### src/hw/ecls_consts.svh
// offsets, field positions, reset values and frame timing of the lane serializer
`ifndef ECLS_CONSTS_SVH
`define ECLS_CONSTS_SVH
`define ECLS_OFF_CTRL       8'h00
`define ECLS_OFF_STATUS     8'h04
`define ECLS_OFF_SENT       8'h08
`define ECLS_OFF_DROPS      8'h0c
`define ECLS_CTRL_TX_EN     0
`define ECLS_CTRL_SCR_EN    1
`define ECLS_CTRL_RESET     2'h3
`define ECLS_LFSR_SEED      32'h1d2c3b4a
`define ECLS_DUAL_FRAME     5'h13
`define ECLS_QUAD_FRAME     5'h0b
`define ECLS_DUAL_HALF      5'h08
`define ECLS_QUAD_HALF      5'h04
`endif

### src/hw/ecls_pkg.sv
// types shared by the lane serializer
package ecls_pkg;
    typedef struct packed {
        logic [31:0] word;
        logic        strobe;
        logic        rising;
        logic        quad;
        logic        bist;
        logic        pdn;
        logic        rsvd;
    } ecls_pins_s;
    typedef enum logic [0:0] {
        ST_IDLE  = 1'b0,
        ST_SHIFT = 1'b1
    } ecls_state_e;
    typedef logic [18:0] ecls_frame_t;
endpackage

### src/hw/ecls_serializer.sv
// embedded clock lane serializer with apb status and control
// What this block does
// - one 32-bit word per parallel strobe is sent over the chosen lanes
// - lane select low gives two lanes, high gives four
// - edge select high samples on rising strobe edge, low on falling
// - power-down low puts lanes in standby and stops the pll
// - self-test input low is normal operation, high is self-test
// - self-test drives the link back to back at full speed
// - payload is scrambled and dc-balanced before going out
// - each lane frame starts with a transition that carries timing
`timescale 1ns/100ps
`include "ecls_consts.svh"
module ecls_serializer
    import ecls_pkg::*;
(
    // clock and reset
    input  wire logic        clk,
    input  wire logic        sys_rst,
    // parallel side pins
    input  wire logic [31:0] parallel_word_in,
    input  wire logic        parallel_strobe_clock,
    // configuration pins
    input  wire logic        strobe_edge_select,
    input  wire logic        lane_count_select,
    input  wire logic        self_test_enable,
    input  wire logic        power_down_n,
    input  wire logic        reserved_cfg,
    // serial lanes
    output logic      [3:0]  serial_lane_out,
    output logic      [3:0]  serial_lane_oe,
    output logic             pll_running,
    // apb slave
    input  wire logic        psel,
    input  wire logic        penable,
    input  wire logic        pwrite,
    input  wire logic [7:0]  paddr,
    input  wire logic [31:0] pwdata,
    output logic      [31:0] prdata,
    output logic             pready,
    output logic             pslverr
);
    ecls_pins_s  sync1;
    ecls_pins_s  sync2;
    logic        strobe_d;
    ecls_state_e state;
    logic [4:0]  bit_cnt;
    logic        quad_q;
    logic [31:0] lfsr;
    logic [31:0] test_word;
    logic [3:0]  lane_bit;
    logic [1:0]  ctrl;
    logic [15:0] words_sent;
    logic [15:0] words_dropped;

    // pins from outside the clock domain pass two flops before use
    always_ff @(posedge clk) begin
        sync1 <= '{word: parallel_word_in, strobe: parallel_strobe_clock,
                   rising: strobe_edge_select, quad: lane_count_select,
                   bist: self_test_enable, pdn: power_down_n, rsvd: reserved_cfg};
        sync2 <= sync1;
    end

    // power-down acts as a reset of the whole transmit path
    wire         core_rst  = sys_rst | ~sync2.pdn;
    wire         str_rise  = sync2.strobe & ~strobe_d;
    wire         str_fall  = ~sync2.strobe & strobe_d;
    wire         take      = sync2.rising ? str_rise : str_fall;
    wire         tx_en     = ctrl[`ECLS_CTRL_TX_EN];
    wire [4:0]   frame_len = quad_q ? `ECLS_QUAD_FRAME : `ECLS_DUAL_FRAME;
    wire         last_bit  = (state == ST_SHIFT) && (bit_cnt == frame_len - 5'h01);
    wire         can_load  = (state == ST_IDLE) || last_bit;
    // self-test does not wait for the strobe, so it keeps the lanes saturated
    wire         want      = tx_en & (sync2.bist | take);
    wire         load      = want & can_load;
    wire         drop      = tx_en & ~sync2.bist & take & ~can_load;
    wire [31:0]  src_word  = sync2.bist ? test_word : sync2.word;
    wire [31:0]  scr_word  = ctrl[`ECLS_CTRL_SCR_EN] ? (src_word ^ lfsr) : src_word;
    wire [31:0]  lfsr_next = {lfsr[30:0], lfsr[31] ^ lfsr[21] ^ lfsr[1] ^ lfsr[0]};
    wire         quad_sel  = sync2.quad;

    // start bit one, stop bit zero: every frame carries a rising transition
    function automatic ecls_frame_t build_frame(input logic [15:0] chunk,
                                                input logic        quad);
        logic [4:0]  ones;
        logic        inv;
        logic [15:0] pay;
        ones = 5'h00;
        for (int i = 0; i < 16; i++) begin
            ones = ones + {4'h0, chunk[i]};
        end
        inv = ones > (quad ? `ECLS_QUAD_HALF : `ECLS_DUAL_HALF);
        pay = inv ? ~chunk : chunk;
        if (quad) begin
            build_frame = {8'h00, 1'b0, inv, pay[7:0], 1'b1};
        end else begin
            build_frame = {1'b0, inv, pay, 1'b1};
        end
    endfunction

    // no reset here: a constant would fake an edge when the strobe idles high
    always_ff @(posedge clk) begin
        strobe_d <= sync2.strobe;
    end

    always_ff @(posedge clk) begin
        if (core_rst) begin
            state   <= ST_IDLE;
            bit_cnt <= 5'h00;
            quad_q  <= 1'b0;
        end else if (load) begin
            state   <= ST_SHIFT;
            bit_cnt <= 5'h00;
            quad_q  <= quad_sel;
        end else begin
            case (state)
                ST_IDLE: begin
                    bit_cnt <= 5'h00;
                end
                ST_SHIFT: begin
                    if (last_bit) begin
                        state <= ST_IDLE;
                    end
                    bit_cnt <= bit_cnt + 5'h01;
                end
                default: begin
                    state <= ST_IDLE;
                end
            endcase
        end
    end

    always_ff @(posedge clk) begin
        if (core_rst) begin
            lfsr      <= `ECLS_LFSR_SEED;
            test_word <= 32'h00000000;
        end else if (load) begin
            lfsr      <= lfsr_next;
            test_word <= sync2.bist ? test_word + 32'h00000001 : test_word;
        end
    end

    genvar l;
    generate
        for (l = 0; l < 4; l++) begin : g_lane
            // dual mode carries 16 bits on lanes 0 and 1, lanes 2 and 3 get nothing
            wire [15:0] chunk = quad_sel ? {8'h00, scr_word[8*l +: 8]} :
                                (l < 2) ? scr_word[16*(l%2) +: 16] : 16'h0000;
            wire        used  = quad_sel || (l < 2);
            ecls_frame_t shift_q;
            always_ff @(posedge clk) begin
                if (core_rst) begin
                    shift_q <= '0;
                end else if (load) begin
                    shift_q <= used ? build_frame(chunk, quad_sel) : '0;
                end else if (state == ST_SHIFT) begin
                    shift_q <= {1'b0, shift_q[18:1]};
                end
            end
            assign lane_bit[l] = shift_q[0];
        end
    endgenerate

    always_ff @(posedge clk) begin
        if (core_rst) begin
            serial_lane_out <= 4'h0;
            serial_lane_oe  <= 4'h0;
        end else begin
            serial_lane_out <= lane_bit & {4{state == ST_SHIFT}};
            serial_lane_oe  <= 4'hf;
        end
    end

    always_ff @(posedge clk) begin
        pll_running <= ~core_rst;
    end

    // apb: setup edge loads the answer, access phase completes in its first cycle
    wire         setup    = psel & ~penable & ~pready;
    wire         access   = psel & penable & pready;
    wire         hit_ctrl = paddr == `ECLS_OFF_CTRL;
    wire         hit_stat = paddr == `ECLS_OFF_STATUS;
    wire         hit_sent = paddr == `ECLS_OFF_SENT;
    wire         hit_drop = paddr == `ECLS_OFF_DROPS;
    wire         mapped   = hit_ctrl | hit_stat | hit_sent | hit_drop;
    wire         wr       = access & pwrite & ~pslverr;
    wire [31:0]  status   = {26'h0, sync2.rsvd, sync2.bist, sync2.rising,
                             quad_q, state == ST_SHIFT, pll_running}; // reserved pin shown, not obeyed
    wire [31:0]  rd_mux   = hit_ctrl ? {30'h0, ctrl} :
                            hit_stat ? status :
                            hit_sent ? {16'h0, words_sent} :
                            hit_drop ? {16'h0, words_dropped} : 32'h00000000;

    always_ff @(posedge clk) begin
        if (sys_rst) begin
            pready  <= 1'b0;
            pslverr <= 1'b0;
            prdata  <= 32'h00000000;
        end else begin
            pready  <= setup;
            pslverr <= setup & ~mapped;
            prdata  <= (setup & ~pwrite) ? rd_mux : 32'h00000000;
        end
    end

    // counter writes clear; a count in the same cycle still lands
    always_ff @(posedge clk) begin
        if (sys_rst) begin
            ctrl          <= `ECLS_CTRL_RESET;
            words_sent    <= 16'h0000;
            words_dropped <= 16'h0000;
        end else begin
            if (wr && hit_ctrl) begin
                ctrl <= pwdata[1:0];
            end
            if (wr && hit_sent) begin
                words_sent <= {15'h0, load};
            end else if (load) begin
                words_sent <= words_sent + 16'h0001;
            end
            if (wr && hit_drop) begin
                words_dropped <= {15'h0, drop};
            end else if (drop) begin
                words_dropped <= words_dropped + 16'h0001;
            end
        end
    end

    standby_oe_a: assert property (@(posedge clk) sys_rst || !sync2.pdn |=> serial_lane_oe == 4'h0)
        else $error("lanes driven during standby");
    pll_stop_a: assert property (@(posedge clk) core_rst |=> !pll_running)
        else $error("pll running in standby");
    dual_quiet_a: assert property (@(posedge clk) disable iff (core_rst)
        (state == ST_SHIFT) && !quad_q |=> serial_lane_out[3:2] == 2'b00)
        else $error("unused lane toggled in dual mode");
    start_bit_a: assert property (@(posedge clk) disable iff (core_rst)
        load |-> ##2 serial_lane_out[0])
        else $error("frame did not open with start bit");
    dual_len_a: assert property (@(posedge clk) disable iff (core_rst)
        load && !quad_sel |-> ##18 !last_bit ##1 last_bit)
        else $error("dual frame length wrong");
    quad_len_a: assert property (@(posedge clk) disable iff (core_rst)
        load && quad_sel |-> ##11 last_bit)
        else $error("quad frame length wrong");
    edge_take_a: assert property (@(posedge clk) disable iff (core_rst)
        tx_en && can_load && (sync2.rising ? (sync2.strobe && !$past(sync2.strobe)) :
        (!sync2.strobe && $past(sync2.strobe))) |=> state == ST_SHIFT && bit_cnt == 5'h00)
        else $error("selected strobe edge not captured");
    bist_run_a: assert property (@(posedge clk) disable iff (core_rst)
        tx_en && sync2.bist && (state == ST_IDLE) |-> load)
        else $error("self-test left the link idle");
    scr_step_a: assert property (@(posedge clk) disable iff (core_rst)
        load |=> lfsr != $past(lfsr))
        else $error("scrambler did not advance");

    dual_load_c: cover property (@(posedge clk) disable iff (core_rst) load && !quad_sel);
    quad_load_c: cover property (@(posedge clk) disable iff (core_rst) load && quad_sel);
    bist_load_c: cover property (@(posedge clk) disable iff (core_rst) load && sync2.bist);
    drop_c:      cover property (@(posedge clk) disable iff (core_rst) drop);
endmodule

### config.mk
export PLATFORM = sky130hd
export DESIGN_NAME = ecls_serializer
export DESIGN_NICKNAME = d
export VERILOG_FILES = /design/src/hw/ecls_pkg.sv /design/src/hw/ecls_serializer.sv
export VERILOG_INCLUDE_DIRS = /design/src /design/src/hw
export SDC_FILE = /design/constraint.sdc
export NUM_CORES = 1
export LEC_CHECK = 0
export BUFFER_PORTS_ARGS = -buffer_cell sky130_fd_sc_hd__buf_2
export CORE_MARGIN = 4
export CORE_UTILIZATION = 30
export CTS_CLUSTER_SIZE = 25
export DETAILED_ROUTE_END_ITERATION = 10
export PLACE_DENSITY = 0.48
export SLEW_MARGIN = 30
export SYNTH_ARGS = -nofsm -noshare
export SYNTH_HDL_FRONTEND = slang
export SYNTH_SLANG_ARGS = --single-unit
### constraint.sdc
create_clock -name clk -period 7.3 [get_ports clk]
set_input_delay 2.19 -clock clk [delete_from_list [all_inputs] [get_ports clk]]
set_output_delay 2.19 -clock clk [all_outputs]
set_load 0.02 [all_outputs]
==> results.toml <==
[status]
outcome = "completed"

[timing]
fin_hold_ws_ns = 0.326
grt_setup_unrepaired = "no"
layout_setup_ws_ns = 0.547
tns_ns = 0
worst_slew_pin_slew_ns = 0.879
fmax_ghz = 0.148
finalCriticalPeriod_ns = 6.75
finalCritPeriodShare = 0.925
clock_skew_ns = 0.0154
maxSlewViolCount = 0
hold_viol = 0
max_slew_margin = 0.412
setup_viol = 0

[cts]
insertion_delay_ns = 0.56
cts_root_buffer = "clkbuf_16"
cts_hold_buffers = 0
clock_path_buffers = 3
cts_setup_buffers = 0
cts_sinks = 261
htreeDepth = 1
cts_tree = "done"
cts_buffers = 29
clk_pin_slew_ns = 0.07
ctsResizeCount = 0

[power_and_ir_drop]
power_frac_comb = 0.287
ir_worst_vdd_mv = 0.179
p_leak_nw = 5.76
power_switching_mw = 1.36
power.density_nw_per_um2 = 301
clkPwrFrac = 0.357
internal-power_mw = 2.98
seq_power_share = 0.356
switching_share = 0.312

[synthesis]
ys_warn_count = 0
yosys.area.top_type = "dfxtp_1"
synthesis.instances = 1386
synth-main-ff-cell = "dfxtp_1"
synth_cell_types = 60
ys_ff_latch = 261
synth_area_leaders = "dfxtp_1 (42%), fa_1 (4.5%), mux2i_1 (4.4%)"
ys_async_sr_fraction = 0
synth_enable_flop_cells = 0
synth.avg_cell_area_sq_um = 9.03
yosysTopAreaCellShare = 0.418
yosysSeqAreaShare = 0.418
syn-cell-area_sq_um = 12500

[finish]
num_antenna_cells = 0
stdcell_count = 1981
fin_nets = 1569
final_cell_mix = "dfxtp_1 (258), nand2_1 (136), nor2_1 (113), a21oi_1 (95), buf_2 (79)"
final_common_cell = "dfxtp_1"
area_delta_synth_final_pct = 15.1
drive_gt1_frac = 0.122

[route]
met3WireLength_mm = 1.37
detail_route.iter0.violations = 540
viasPerCell = 4.98
met2_length_mm = 14.7
routed.top_layer = "met4"
drc = 0
ant_nets = 0
vias = 9871
wl_met1_mm = 15.9
wl_per_cell_microns = 16.4
routed_wl_mm = 32.5
firstDrtPassIters = 5

[worst_setup_path]
crit_type = "flip-flop to flip-flop"
path_cells = "mux2i_1, mux2i_1, a22o_1, fa_1, fa_1, fa_1, inv_1, fa_1, inv_1, ha_1, a21o_1, a21oi_1, xnor2_1, ha_1, nor2b_1, o21ai_0, o2111ai_1, o21ai_0, a221oi_1"
path_common_cell = "fa_1"
arrival_ns = 7.15
cp_slowest_cell = "dfxtp_2"
start_kind = "flip-flop"
critPathMaxStageDelay_ns = 0.72
worst_setup_path_end_kind = "flip-flop"
critPathMaxFanout = 18
crit_required_ns = 7.69

[floorplanning]
die_w_microns = 212
dieArea_sq_um = 45000
die_y_microns = 212
pin_count = 126
initial_utilization = 0.305
rows = 74
coreArea_sq_um = 41000

[place]
dp_hpwl_mm = 22.5
portBuffers = 79
dp.cells = 1930
gp_congestion = 0.819
preCtsSetupSlack_ns = 0.541

[global_route]
grt_overflow = 0
grt_pass1_wl_mm = 52.1
grt_use_total = 0.141
grt_pass1_vias = 9378
antenna_found_initial = 0
grt_max_degree = 63

[min_path]
hold_path.class = "flip-flop to flip-flop"

[job]
cap_violations = 0
-- path summary, 6_finish.rpt --
path / startpoint / end / slack [ns] / cells past startpoint
hold / removal: sync1[23] / sync2[23] / 0.33 / 0
hold reg to reg: sync1[23] / sync2[23] / 0.33 / 0
setup reg to reg: status[4] / g_lane[1].shift_q[8] / 0.55 / 19
setup / recovery: status[4] / g_lane[1].shift_q[8] / 0.55 / 19
-- cell families after synthesis --
| logic type | share of synthesized area |
|---|---|
| fa+ha+maj | 0.0738 |
| buf+inv | 0.0564 |
| mux | 0.0476 |
| simple gates | 0.180 |
| compound gates | 0.159 |
| xor+xnor | 0.0658 |
| other cells | 0.000300 |
| flops | 0.418 |
-- area by class of cell --
cell class | instances | area, sq um
flip-flops and latches | 261 | 5230
inverters | 58 | 219
multi-input cells | 975 | 6700
clock inverters | 15 | 216
fillers | 4221 | 26600
repair buffers | 104 | 583
well taps | 532 | 666
clock buffers | 36 | 792
-- metrics by stage --
step           total power [mW]   util  cell area (sq um)
3_3_place_gp               2.80  0.326              13400
5_1_grt                    4.65  0.351              14400
4_1_cts                    4.40  0.351              14400
3_5_place_dp               2.82  0.326              13400
2_1_floorplan              2.54      -              12600
6_report                   4.34  0.351              14400
-- state kept, by name (all words and copies together), names as in the netlist, 2 cells and up --
name             cells
prdata              16
ctrl                 2
bit_cnt              5
sync1               38
serial_lane_out      4
lfsr                32
words_dropped       16
sync2               34
g_lane.shift_q      56
test_word           32
status               3
words_sent          16
-- power by group through the flow --
stage | registers (mW) | clock network, mW | logic, mW
6_report | 1.55 | 1.55 | 1.25
4_1_cts | 1.55 | 1.60 | 1.25
5_1_grt | 1.55 | 1.66 | 1.43
3_3_place_gp | 1.58 | 0 | 1.22
3_5_place_dp | 1.58 | 0 | 1.24
2_1_floorplan | 1.56 | 0 | 0.977
-- critical path: cells and delay by family, from the launching register on --
| kind | cells | cell delay [ns] |
|---|---|---|
| muxes | 2 | 0.74 |
| adders and majority gates | 6 | 2.65 |
| and+or+nand+nor | 1 | 0.13 |
| DFF | 1 | 0.72 |
| buffers and inverters | 2 | 0.12 |
| xor gates and xnor gates | 1 | 0.14 |
| AOI/OAI and AO/OA | 7 | 2.09 |
-- metal layers --
metal  vias up  track usage
li1       4940            -
met3        36       0.0210
met4         0       0.0293
met5         -            0
met1      4710        0.205
met2       185        0.224
-- Yosys cell counts, types with 19 or more instances --
cell type,number
dfxtp_1,261
nand2_1,138
nor2_1,113
a21oi_1,96
clkbuf_1,69
xnor2_1,60
inv_1,58
mux2i_1,55
nand3_1,42
xor2_1,34
o221ai_1,32
ha_1,29
o21ai_0,29
fa_1,28
and3_1,26
nor2b_1,24
buf_4,21
a22oi_1,20
nand4_1,19
nor3_1,19
o31ai_1,19
Note: power is estimated with default switching activity, not from simulation.
